$ cat config.mk
export PLATFORM = sky130hd
export DESIGN_NAME = sphpt_top
export DESIGN_NICKNAME = d
export VERILOG_FILES = /design/src/shared/sphpt_pkg.sv /design/src/logic/sphpt_top.sv
export SDC_FILE = /design/constraint.sdc
export NUM_CORES = 2
export LEC_CHECK = 0
export ABC_CLOCK_PERIOD_IN_PS = 6730
export BUFFER_PORTS_ARGS = -buffer_cell sky130_fd_sc_hd__buf_2
export CORE_UTILIZATION = 40
export CTS_BUF_LIST = sky130_fd_sc_hd__clkbuf_8
export CTS_CLUSTER_SIZE = 20
export DETAILED_ROUTE_END_ITERATION = 7
export GPL_TIMING_DRIVEN = 0
export PLACE_DENSITY_LB_ADDON = 0.12
export RECOVER_POWER = 50
export SYNTH_ARGS = -nofsm -noshare
export SYNTH_HDL_FRONTEND = slang
export SYNTH_SLANG_ARGS = --single-unit
$ cat constraint.sdc
create_clock -name clk -period 6.73 [get_ports clk]
set_input_delay 1.0095 -clock clk [delete_from_list [all_inputs] [get_ports clk]]
set_output_delay 1.0095 -clock clk [all_outputs]
set_load 0.05 [all_outputs]
$ cat src/shared/sphpt_pkg.sv
// Shared constants and types for the setpoint, deadband and peak tracker.
// Assumes one 250 MHz clock and an APB slave port with 32-bit data.
package sphpt_pkg;
    // ------------------------------------------------------------
    // Register offsets (byte addresses)
    // ------------------------------------------------------------
    localparam logic [7:0] OFF_CTRL = 8'h00;
    localparam logic [7:0] OFF_DEADBAND = 8'h04;
    localparam logic [7:0] OFF_DELAY = 8'h08;
    localparam logic [7:0] OFF_LIMIT0 = 8'h0C;
    localparam logic [7:0] OFF_LIMIT1 = 8'h10;
    localparam logic [7:0] OFF_LIMIT2 = 8'h14;
    localparam logic [7:0] OFF_LIMIT3 = 8'h18;
    localparam logic [7:0] OFF_STATUS = 8'h1C;
    localparam logic [7:0] OFF_PEAK = 8'h20;
    localparam logic [7:0] OFF_VALLEY = 8'h24;
    localparam logic [7:0] OFF_EDIT = 8'h28;
    // ------------------------------------------------------------
    // Field positions and reset values
    // ------------------------------------------------------------
    localparam int CTRL_STORE_BIT = 0;
    localparam int CTRL_DIR_LSB = 1;
    localparam int CTRL_FLASH_LSB = 5;
    localparam int CTRL_HI_LOCK_BIT = 8;
    localparam int CTRL_LO_LOCK_BIT = 9;
    localparam int CTRL_PEAK_OUT_BIT = 10;
    localparam int DB_ALARM_LSB = 16;
    localparam int DELAY_B_LSB = 8;
    localparam logic [31:0] CTRL_RESET = 32'h0000_0000;
    localparam logic [15:0] LIMIT_RESET = 16'h0000;
    localparam logic [15:0] DB_RESET = 16'h0000;
    localparam logic [7:0] DELAY_RESET = 8'h00;
    localparam logic [15:0] PEAK_INIT = 16'h8000;
    localparam logic [15:0] VALLEY_INIT = 16'h7FFF;
    // ------------------------------------------------------------
    // Flash select codes and timing
    // ------------------------------------------------------------
    localparam logic [2:0] FLASH_OFF = 3'h0;
    localparam logic [2:0] FLASH_ANY = 3'h5;
    localparam longint unsigned CLK_HZ = 64'd250_000_000;
    localparam longint unsigned INTERVAL_S = 64'd15;
    localparam longint unsigned INTERVAL_CYCLES = INTERVAL_S * CLK_HZ;
    localparam longint unsigned NUMBER_MS = 64'd1000;
    localparam longint unsigned NUMBER_CYCLES = NUMBER_MS * CLK_HZ / 64'd1000;
    // ------------------------------------------------------------
    // Types
    // ------------------------------------------------------------
    typedef struct packed {
        logic limit_view;
        logic config_store;
        logic reset;
        logic incr;
        logic shift;
    } sphpt_keys_t;
    typedef struct packed {
        logic signed [15:0] value;
        logic valid;
    } sphpt_reading_t;
    typedef enum logic [1:0] {MODE_RUN, MODE_CYCLE, MODE_PEAK, MODE_VALLEY} sphpt_mode_t;
endpackage

$ cat src/logic/sphpt_top.sv
// Setpoint deadband comparison, display flash, setpoint edit cycle and
// peak/valley tracking, with an APB register port.
// Assumes keys are one-cycle pulses and readings arrive with a valid strobe,
// all synchronous to clk.
//
// The implementer's own choices: register access over APB and the placing of the registers.
module sphpt_top #(
    parameter logic [31:0] INTERVAL_CYCLES = 32'(sphpt_pkg::INTERVAL_CYCLES),
    parameter logic [31:0] NUMBER_CYCLES = 32'(sphpt_pkg::NUMBER_CYCLES)
) (
    // Clock, reset, enable
    input wire logic clk,
    input wire logic rst,
    input wire logic ce,
    // APB slave
    input wire logic [7:0] paddr,
    input wire logic psel,
    input wire logic penable,
    input wire logic pwrite,
    input wire logic [31:0] pwdata,
    output logic [31:0] prdata,
    output logic pready,
    output logic pslverr,
    // Front panel and measurement stream
    input wire sphpt_pkg::sphpt_keys_t keys,
    input wire sphpt_pkg::sphpt_reading_t reading,
    // Status outputs
    output logic [3:0] limit_active,
    output logic display_flash,
    output logic [15:0] coded_out,
    output sphpt_pkg::sphpt_mode_t mode,
    output logic show_number,
    output logic [1:0] edit_index,
    output logic [1:0] edit_digit,
    output logic [15:0] edit_value
);
    // ------------------------------------------------------------
    // Storage
    // ------------------------------------------------------------
    logic [31:0] ctrl;
    logic [15:0] stage_limit [4];
    logic [15:0] stage_pdb;
    logic [15:0] stage_adb;
    logic [7:0] stage_delay [2];
    logic [15:0] act_limit [4];
    logic [15:0] act_pdb;
    logic [15:0] act_adb;
    logic [7:0] act_delay [2];
    logic [7:0] run_len [2];
    logic signed [15:0] peak;
    logic signed [15:0] valley;
    logic [31:0] timer;
    logic edited;
    logic [3:0] set_hit;
    logic [3:0] clr_hit;
    logic apb_wr;
    logic apb_acc;
    logic commit;
    logic restart;
    logic store;
    logic [2:0] flash_sel;
    logic [3:0] dir;

    // Threshold check; split selects even deadband, else all on inactive side
    function automatic logic [1:0] judge(input logic below, input logic signed [15:0] r,
        input logic [15:0] lvl, input logic [15:0] db, input logic split);
        logic signed [17:0] rv;
        logic signed [17:0] lv;
        logic signed [17:0] so;
        logic signed [17:0] ro;
        rv = 18'(r);
        lv = 18'(signed'(lvl));
        so = split ? 18'({2'b00, db[15:1]}) : 18'h0_0000;
        ro = split ? 18'({2'b00, db[15:1]}) : 18'({2'b00, db});
        if (below)
            judge = {rv < lv - so, rv > lv + ro};
        else
            judge = {rv > lv + so, rv < lv - ro};
    endfunction

    // Add one to the nibble at edit position 0 (leftmost) to 3
    function automatic logic [15:0] bump(input logic [15:0] v, input logic [1:0] pos);
        logic [3:0] sh;
        sh = {2'b11 - pos, 2'b00};
        bump = (v & ~(16'h000F << sh)) | ((((v >> sh) + 16'h0001) & 16'h000F) << sh);
    endfunction

    assign flash_sel = ctrl[sphpt_pkg::CTRL_FLASH_LSB +: 3];
    assign dir = ctrl[sphpt_pkg::CTRL_DIR_LSB +: 4];
    assign apb_acc = psel & penable & ~pready;
    assign apb_wr = psel & penable & pready & pwrite & ~pslverr;
    assign store = apb_wr & (paddr == sphpt_pkg::OFF_CTRL) & pwdata[sphpt_pkg::CTRL_STORE_BIT];
    // Reset in the same cycle abandons the edit, so it must block the commit
    assign commit = (mode == sphpt_pkg::MODE_CYCLE) & keys.limit_view & edited & ~keys.reset;
    assign restart = (mode == sphpt_pkg::MODE_PEAK || mode == sphpt_pkg::MODE_VALLEY) & keys.reset;

    // ------------------------------------------------------------
    // Register port
    // ------------------------------------------------------------
    // One wait state: ready rises in the second access cycle
    always_ff @(posedge clk)
    begin
        if (rst)
        begin
            pready <= 1'b0;
            pslverr <= 1'b0;
            prdata <= 32'h0000_0000;
        end
        else if (ce)
        begin
            pready <= apb_acc;
            pslverr <= 1'b0;
            prdata <= 32'h0000_0000;
            if (apb_acc)
            begin
                unique case (paddr)
                    sphpt_pkg::OFF_CTRL: prdata <= ctrl;
                    sphpt_pkg::OFF_DEADBAND: prdata <= {stage_adb, stage_pdb};
                    sphpt_pkg::OFF_DELAY: prdata <= {16'h0000, stage_delay[1], stage_delay[0]};
                    sphpt_pkg::OFF_LIMIT0: prdata <= {16'h0000, act_limit[0]};
                    sphpt_pkg::OFF_LIMIT1: prdata <= {16'h0000, act_limit[1]};
                    sphpt_pkg::OFF_LIMIT2: prdata <= {16'h0000, act_limit[2]};
                    sphpt_pkg::OFF_LIMIT3: prdata <= {16'h0000, act_limit[3]};
                    sphpt_pkg::OFF_STATUS: prdata <= {25'h000_0000, mode, display_flash, limit_active};
                    sphpt_pkg::OFF_PEAK: prdata <= {16'h0000, peak};
                    sphpt_pkg::OFF_VALLEY: prdata <= {16'h0000, valley};
                    sphpt_pkg::OFF_EDIT: prdata <= {12'h000, edit_index, edit_digit, edit_value};
                    default: pslverr <= 1'b1;
                endcase
            end
        end
    end

    // Staged deadband, delay and limits, plus the control word that acts at once; store bit is self-clearing
    always_ff @(posedge clk)
    begin
        if (rst)
        begin
            ctrl <= sphpt_pkg::CTRL_RESET;
            stage_pdb <= sphpt_pkg::DB_RESET;
            stage_adb <= sphpt_pkg::DB_RESET;
            stage_delay <= '{default: sphpt_pkg::DELAY_RESET};
            stage_limit <= '{default: sphpt_pkg::LIMIT_RESET};
        end
        else if (ce)
        begin
            if (commit)
                stage_limit[edit_index] <= edit_value;
            if (apb_wr)
            begin
                unique case (paddr)
                    sphpt_pkg::OFF_CTRL: ctrl <= pwdata & ~32'h0000_0001;
                    sphpt_pkg::OFF_DEADBAND:
                    begin
                        stage_pdb <= pwdata[15:0];
                        stage_adb <= pwdata[sphpt_pkg::DB_ALARM_LSB +: 16];
                    end
                    sphpt_pkg::OFF_DELAY:
                    begin
                        stage_delay[0] <= pwdata[7:0];
                        stage_delay[1] <= pwdata[sphpt_pkg::DELAY_B_LSB +: 8];
                    end
                    sphpt_pkg::OFF_LIMIT0: stage_limit[0] <= pwdata[15:0];
                    sphpt_pkg::OFF_LIMIT1: stage_limit[1] <= pwdata[15:0];
                    sphpt_pkg::OFF_LIMIT2: stage_limit[2] <= pwdata[15:0];
                    sphpt_pkg::OFF_LIMIT3: stage_limit[3] <= pwdata[15:0];
                    default: ;
                endcase
            end
        end
    end

    // Active settings, loaded on store; an edit commit loads only the edited limit
    always_ff @(posedge clk)
    begin
        if (rst)
        begin
            act_pdb <= sphpt_pkg::DB_RESET;
            act_adb <= sphpt_pkg::DB_RESET;
            act_delay <= '{default: sphpt_pkg::DELAY_RESET};
            act_limit <= '{default: sphpt_pkg::LIMIT_RESET};
        end
        else if (ce)
        begin
            if (store)
            begin
                act_pdb <= stage_pdb;
                act_adb <= stage_adb;
                act_delay <= stage_delay;
                act_limit <= stage_limit;
            end
            else if (commit)
                act_limit[edit_index] <= edit_value;
        end
    end

    // ------------------------------------------------------------
    // Setpoint comparisons
    // ------------------------------------------------------------
    // Deadband is raw reading units, so its decimal point tracks the reading
    always_comb
    begin
        for (int i = 0; i < 4; i++)
        begin
            {set_hit[i], clr_hit[i]} = (i < 2)
                ? judge(dir[i], reading.value, act_limit[i], act_pdb, 1'b1)
                : judge(dir[i], reading.value, act_limit[i], act_adb, 1'b0);
        end
    end

    // Activity only moves on a reading strobe
    always_ff @(posedge clk)
    begin
        if (rst)
        begin
            limit_active <= 4'h0;
            run_len <= '{default: 8'h00};
        end
        else if (ce && reading.valid)
        begin
            for (int i = 0; i < 2; i++)
            begin
                if (set_hit[i])
                    limit_active[i] <= 1'b1;
                else if (clr_hit[i])
                    limit_active[i] <= 1'b0;
            end
            for (int j = 0; j < 2; j++)
            begin
                if (set_hit[j + 2])
                begin
                    // Saturate so a long excursion never wraps the count
                    if (run_len[j] != 8'hFF)
                        run_len[j] <= run_len[j] + 8'h01;
                    if (run_len[j] + 9'h001 >= {1'b0, act_delay[j]})
                        limit_active[j + 2] <= 1'b1;
                end
                else
                begin
                    run_len[j] <= 8'h00;
                    if (clr_hit[j + 2])
                        limit_active[j + 2] <= 1'b0;
                end
            end
        end
    end

    // ------------------------------------------------------------
    // Mode control and setpoint edit cycle
    // ------------------------------------------------------------
    always_ff @(posedge clk)
    begin
        if (rst)
        begin
            mode <= sphpt_pkg::MODE_RUN;
            timer <= 32'h0000_0000;
            edit_index <= 2'b00;
            edit_digit <= 2'b00;
            edit_value <= sphpt_pkg::LIMIT_RESET;
            edited <= 1'b0;
        end
        else if (ce)
        begin
            unique case (mode)
                sphpt_pkg::MODE_RUN:
                begin
                    if (keys.limit_view)
                    begin
                        mode <= sphpt_pkg::MODE_CYCLE;
                        timer <= 32'h0000_0000;
                        edit_index <= 2'b00;
                        edit_digit <= 2'b00;
                        edit_value <= act_limit[0];
                        edited <= 1'b0;
                    end
                    else if (keys.incr && !ctrl[sphpt_pkg::CTRL_HI_LOCK_BIT] &&
                             !ctrl[sphpt_pkg::CTRL_LO_LOCK_BIT])
                        mode <= sphpt_pkg::MODE_PEAK;
                    else if (keys.shift && !ctrl[sphpt_pkg::CTRL_HI_LOCK_BIT] &&
                             !ctrl[sphpt_pkg::CTRL_LO_LOCK_BIT])
                        mode <= sphpt_pkg::MODE_VALLEY;
                end
                sphpt_pkg::MODE_CYCLE:
                begin
                    // Reset abandons the edit; nothing is written back
                    if (keys.reset)
                        mode <= sphpt_pkg::MODE_RUN;
                    else if (keys.limit_view || timer >= INTERVAL_CYCLES - 32'h1)
                    begin
                        timer <= 32'h0000_0000;
                        edit_digit <= 2'b00;
                        edited <= 1'b0;
                        edit_index <= edit_index + 2'b01;
                        edit_value <= act_limit[edit_index + 2'b01];
                        if (edit_index == 2'b11)
                            mode <= sphpt_pkg::MODE_RUN;
                    end
                    else if (keys.shift || keys.incr)
                    begin
                        timer <= 32'h0000_0000;
                        if (keys.shift)
                            edit_digit <= edit_digit + 2'b01;
                        else
                        begin
                            edit_value <= bump(edit_value, edit_digit);
                            edited <= 1'b1;
                        end
                    end
                    else
                        timer <= timer + 32'h0000_0001;
                end
                sphpt_pkg::MODE_PEAK, sphpt_pkg::MODE_VALLEY:
                begin
                    // View has no timeout; only keys leave it
                    if (keys.limit_view || keys.config_store || keys.reset)
                        mode <= sphpt_pkg::MODE_RUN;
                end
            endcase
        end
    end

    // ------------------------------------------------------------
    // Peak and valley tracking
    // ------------------------------------------------------------
    always_ff @(posedge clk)
    begin
        if (rst || (ce && restart))
        begin
            peak <= signed'(sphpt_pkg::PEAK_INIT);
            valley <= signed'(sphpt_pkg::VALLEY_INIT);
        end
        else if (ce && reading.valid)
        begin
            if (reading.value > peak)
                peak <= reading.value;
            if (reading.value < valley)
                valley <= reading.value;
        end
    end

    // ------------------------------------------------------------
    // Display and coded outputs
    // ------------------------------------------------------------
    always_ff @(posedge clk)
    begin
        if (rst)
        begin
            display_flash <= 1'b0;
            show_number <= 1'b0;
            coded_out <= 16'h0000;
        end
        else if (ce)
        begin
            show_number <= (mode == sphpt_pkg::MODE_CYCLE) && (timer < NUMBER_CYCLES);
            if (mode == sphpt_pkg::MODE_PEAK || mode == sphpt_pkg::MODE_VALLEY)
                display_flash <= 1'b1;
            else if (flash_sel == sphpt_pkg::FLASH_ANY)
                display_flash <= |limit_active;
            else if (flash_sel == sphpt_pkg::FLASH_OFF || flash_sel > sphpt_pkg::FLASH_ANY)
                display_flash <= 1'b0;
            else
                display_flash <= limit_active[2'(flash_sel - 3'h1)];
            // Valley is deliberately not selectable here
            coded_out <= ctrl[sphpt_pkg::CTRL_PEAK_OUT_BIT] ? peak : reading.value;
        end
    end
endmodule // sphpt_top

# Yosys cells after proc, flatten, opt, wreduce, memory -nomap -nowiden
# Index checks and enable logic that the tools add are counted.
[totals] in_bits=68 out_inout_bits=78 reg_bits=414 wordCells=255
[op_classes] muxes=77 shifts=3 reduce_logical=47 n_lt_le_gt_ge=23 n_addsub=18 n_bitwise=19 n_eq_ne=31
[ops] op="32-bit case mux with 11 select lines" n=1
[ops] op="64-bit two-way mux" n=4
[ops] op="16-bit two-way mux" n=13
[ops] op="32-bit two-way mux" n=5
[ops] op="64-bit bitwise mux" n=2
[ops] op="32-bit case mux with 2 select lines" n=1
[ops] op="16-bit > comparator" n=3
[ops] op="16-bit < comparator" n=3
[ops] op="16-bit by 17-bit adder with 18-bit output" n=2
[ops] op="16-bit by 18-bit > comparator with 1-bit output" n=2
[ops] op="16-bit by 18-bit < comparator with 1-bit output" n=2
[ops] op="2-bit two-way mux" n=18
[ops] op="16-bit by 17-bit subtractor with 18-bit output" n=2
[ops] op="16-bit by 16-bit adder with 17-bit output" n=2
[ops] op="16-bit by 17-bit > comparator with 1-bit output" n=2
[ops] op="16-bit by 17-bit < comparator with 1-bit output" n=2
[ops] op="16-bit by 16-bit subtractor with 17-bit output" n=2
[ops] op="32-bit by 1-bit adder with 32-bit output (second input constant)" n=1
[ops] op="16-bit binary-select mux with 2-bit select" n=1
[ops] op="16-bit demux with 2-bit select" n=1
[ops] op="8-bit by 5-bit equality test with 1-bit output (second input constant)" n=4
[ops] op="32-bit greater-or-equal comparator (second input constant)" n=1
[ops] op="32-bit by 28-bit < comparator with 1-bit output (second input constant)" n=1
[ops] op="8-bit two-way mux" n=4
[ops] op="other kinds (53)" n=139

# Logic depth before layout (Yosys ltp)
[logic_depth] depth_word=10 mapped_depth=19 depth_no_buf=19

# Worst setup path after synthesis
# No wires, ideal clock.
[synth_path] path_kind="flip-flop to flip-flop" startpoint="register act_adb[1]" endpoint="register limit_active[2]" period_less_slack_ns=4.194 slack_ns=2.536 stages_incl_launch_ff=18 setup_time_ns=0.115 t_arrival_ns=4.080 required_time_ns=6.615 path_buffers=0 path_cell_list="dfxtp_1 inv_1 ha_1 nand2b_1 a221oi_1 o41ai_1 a2111oi_0 o31ai_1 a41oi_1 xnor2_1 ha_1 a21o_1 a2111oi_0 mux2i_1 a31o_2 o31ai_1 nor4_1 a2111oi_0"
[synth_via] elab_chain_len=5 word_cells_on_any_way=7 classes_between="2 x add/sub; 2 x order compare; 1 x mux; 2 x reduce/logical"
[synth_rtl] item="from (decl)" line="sphpt_top.sv:47" rtl="logic [15:0] act_adb;"
[synth_rtl] item="from (signal assigned)" line="sphpt_top.sv:179" rtl="act_adb <= sphpt_pkg::DB_RESET;"
[synth_rtl] item="from (signal assigned)" line="sphpt_top.sv:188" rtl="act_adb <= stage_adb;"
[synth_rtl] item="16-bit by 17-bit subtractor with 18-bit output / 16-bit by 17-bit adder with 18-bit output (equally long branches)" line="sphpt_top.sv:78, sphpt_top.sv:76"
[synth_rtl] item="16-bit by 18-bit < comparator with 1-bit output / 16-bit by 18-bit > comparator with 1-bit output (equally long branches)" line="sphpt_top.sv:78, sphpt_top.sv:76"
[synth_rtl] item="2-bit two-way mux *" line="sphpt_top.sv:75" rtl="if (below)"
[synth_rtl] item="2-bit nonzero test (no line) *"
[synth_rtl] item="3-bit AND reduction (no line) *"
[synth_rtl] item="to (signal assigned)" line="sphpt_top.sv:216" rtl="limit_active <= 4'h0;"
[synth_rtl] item="to (signal, indexed assignment)" line="sphpt_top.sv:224" rtl="limit_active[i] <= 1'b1;"
[synth_rtl] item="to (signal, indexed assignment)" line="sphpt_top.sv:226" rtl="limit_active[i] <= 1'b0;"
[synth_rtl] item="to (decl)" line="sphpt_top.sv:28" rtl="output logic [3:0] limit_active,"
# Every way passes the cells marked *; elsewhere a longest branch is shown, timed or not.
# A chain may end at the register's enable or synchronous reset.

# Worst setup path in the final report
# Ends and elaborated chain as after synthesis.

==> flow_summary.ini <==
[route]
dr_wl_met3_mm = 12.3
via_count = 30500
routed_wirelength_mm = 132
antenna_violating_nets_post_route = 0
highest_layer = met5
drt_drc = 0
detailedRoute.firstPassIterationCount = 8
wl_met2_mm = 54.3
iteration_0_drc_markers = 3319
wire_length_on_met1_mm = 57.1
routedWlPerCell_um = 25.9
via_per_inst = 5.98

[flow_run]
cap_violations = 0

[placed_design]
port-buffer-count = 143
place_worst_setup_slack_ps = 1270
gpl.final_weighted_congestion = 1.09
place.detailed.hpwl_mm = 101

[cts]
root_buffer = clkbuf_8
cts_buffer_depth = 3
cts_resized = 0
cts_inserted_buffers = 78
htreeDepth = 3
clk_transition_reported_paths_ps = 60
tritoncts = yes
cts_sinks = 413
postCtsSetupRepairBufs = 0
cts_hold_repair.buffers = 0
latest_clock_arrival_within_the_worst_skew_pair_ps = 720

[synthesis]
synth_cell_type_count = 90
synthMostInstantiatedCell = nand2_1
synth-edff-count = 0
netlist_area_um2 = 30400
synth.top_cell.area_share_pct = 27.2
yosysSeqAreaShare_pct = 27.2
ys_seq_elements = 413
synth_nets = 4278
synth-async-reset-ratio_pct = 0
ys_top_cells_by_area = dfxtp_1 (27%), ha_1 (15%), nand2_1 (5.7%)
ys_top_cells_by_count = nand2_1 (461), dfxtp_1 (413), nor2_1 (362)
avg_cell_area_syn_um2 = 7.90
synth_flop_cell = dfxtp_1
ys_warns = 0
postSynthCellCount = 3847
synth_largest_area_cell = dfxtp_1

[worst_setup_path]
cpPeakStageDelay_ps = 620
timing.critical_path.fanout_max = 6
timing.setup.critical_path_class = register to register
critical_path.slowest_cell = a2111oi_0
crit_path_start_kind = register
crit_path_frequent_cell = a2111oi_0
critical_path_arrival_ps = 6120
critPathCaptureType = register
worstPathCellList = inv_1, ha_1, nand2b_1, a221oi_1, o41ai_1, a2111oi_0, o31ai_1, a41oi_1, xnor2_1, ha_1, a21o_1, a2111oi_0, nand4b_1, o31ai_1, nor4_1, a2111oi_0
crit_required_ps = 7320

[global_route]
grt_start_max_net_pins = 28
grt_use_total_pct = 33.3
number_of_antenna_violations_at_the_first_check_in_global_routing = 4
first_global_vias = 28400
overflow = 0
grt_first_pass_wirelength_mm = 190

[timing]
slew-limit-headroom_pct = 7.47
setup_tns_after_final_layout_ps = 0
final_number_of_max_transition_violations = 0
final-hold-violation-count = 0
worst_slew_pin_slew_ps = 1380
fin_worst_skew_ps = 59.0
grt_setup_unrepaired = false
report.final.setup_viol = 0
final.min_clock_period_ps = 5530
fin_crit_sh_pct = 82.1
layout_setup_ws_ps = 1200
achievable-frequency_ghz = 0.181

[power]
p_leak_nw = 12.5
p_int_mw = 3.99
power-per-cell-area_nw_per_um2 = 167
vdd.ir_drop.worst_mv = 0.134
power.share.sequential_pct = 44.6
p_total_mw = 5.63
netSwitchingFraction_pct = 29.2
pwr-share-comb_pct = 10.0
power_frac_clock_pct = 45.4
netSwitchingPower_mw = 1.64

[floorplanning]
die_area_um2 = 77000
fp.coreArea_um2 = 74800
row_count = 100
die_x_um = 278
die_h_um = 278
io-pin-count = 146
start_util_pct = 40.6

[cells_and_area]
drive_gt1_share_pct = 7.59
area_growth_pct = 10.9
nFillCells = 7872
num-nets-final = 4501

[worst_hold_path]
min_path_type = register to register

[status]
result_of_the_run = finished clean
==> metal layers <==
layer / global-route usage (%) / vias up
met5: 0 / -
met2: 49.5 / 1500
met3: 6.58 / 373
li1: - / 14300
met1: 45.0 / 14300
met4: 18.4 / 4
==> cells by family after synthesis <==
group / after synthesis / synth area share (%)
mux: 96 / 4.03
simple gates: 1285 / 19.3
fa+ha+maj: 363 / 15.1
buf+inv: 462 / 6.28
flops: 413 / 27.2
compound gates: 1073 / 23.6
xor+xnor: 155 / 4.47
==> power groups by stage <==
stage	clock network (mW)	logic [mW]	registers (mW)
after detailed placement	0	0.559	2.56
after global routing	2.70	0.610	2.51
after floorplan	0	0.290	2.58
after global placement	0	0.556	2.56
after CTS	2.58	0.561	2.51
final	2.56	0.564	2.51
==> registers in the layout, summed over array words and instances (netlist names), 2 cells and up <==
register / cells
ctrl: 31
run_len: 16
act_delay: 16
stage_delay: 16
edit_digit: 2
limit_active: 4
stage_pdb: 16
mode: 2
act_pdb: 15
edit_value: 16
coded_out: 16
stage_limit: 64
peak: 16
prdata: 32
timer: 32
act_limit: 64
edit_index: 2
stage_adb: 16
act_adb: 16
valley: 16
==> cell type report <==
| class | count | area [µm²] | share of cell area [%] |
|---|---|---|---|
| Multi-Input combinational cell | 2972 | 20200 | 59.8 |
| Sequential cell | 413 | 8270 | 24.5 |
| Clock buffer | 97 | 1340 | 3.96 |
| Tap cell | 969 | 1210 | 3.60 |
| Buffer | 239 | 1030 | 3.06 |
| Inverter | 223 | 837 | 2.48 |
| Timing Repair Buffer | 143 | 614 | 1.82 |
| Clock inverter | 38 | 241 | 0.717 |
| Antenna cell | 2 | 5.00 | 0.0149 |
==> cells in the final DEF (no fill, tap or decap), types with 97 or more instances in the layout <==
cell | Yosys | routed
clkbuf_1 | 160 | 259
nor2_1 | 362 | 363
nand2_1 | 461 | 464
ha_1 | 355 | 355
clkbuf_8 | 0 | 97
o21ai_0 | 143 | 146
a21oi_1 | 321 | 321
buf_2 | 48 | 101
dfxtp_1 | 413 | 413
inv_1 | 221 | 245
xnor2_1 | 108 | 108
nand3_1 | 134 | 134
==> metrics by stage <==
| stage | area (µm²) | util [%] | hold slack, ps | instances |
|---|---|---|---|---|
| final | 33700 | 45.0 | 456 | 5096 |
| after global routing | 33700 | 45.0 | 467 | 5096 |
| after CTS | 33900 | 45.3 | 455 | 5094 |
| after detailed placement | 32300 | 43.2 | 447 | 4959 |
| after global placement | 32300 | 43.2 | 443 | 4959 |
| after floorplan | 30400 | - | 436 | 3847 |
==> final timing paths <==
path | start | to | slack, ps | cells after the start
max reg2reg | act_adb[1] | limit_active[2] | 1200 | 16
max | act_adb[1] | limit_active[2] | 1200 | 16
min | ctrl[26] | ctrl[26] | 460 | 2
min reg2reg | ctrl[26] | ctrl[26] | 460 | 2
==> worst max-delay path: cells and delay by family, from the launching register on <==
family,cells,cell delay [ps]
xor gates and xnor gates,1,160
buffers and inverters,1,320
DFF,1,580
adders and majority gates,2,630
and+or+nand+nor,3,510
AOI/OAI and AO/OA,9,3210
Power figures use the tool's default switching activity.
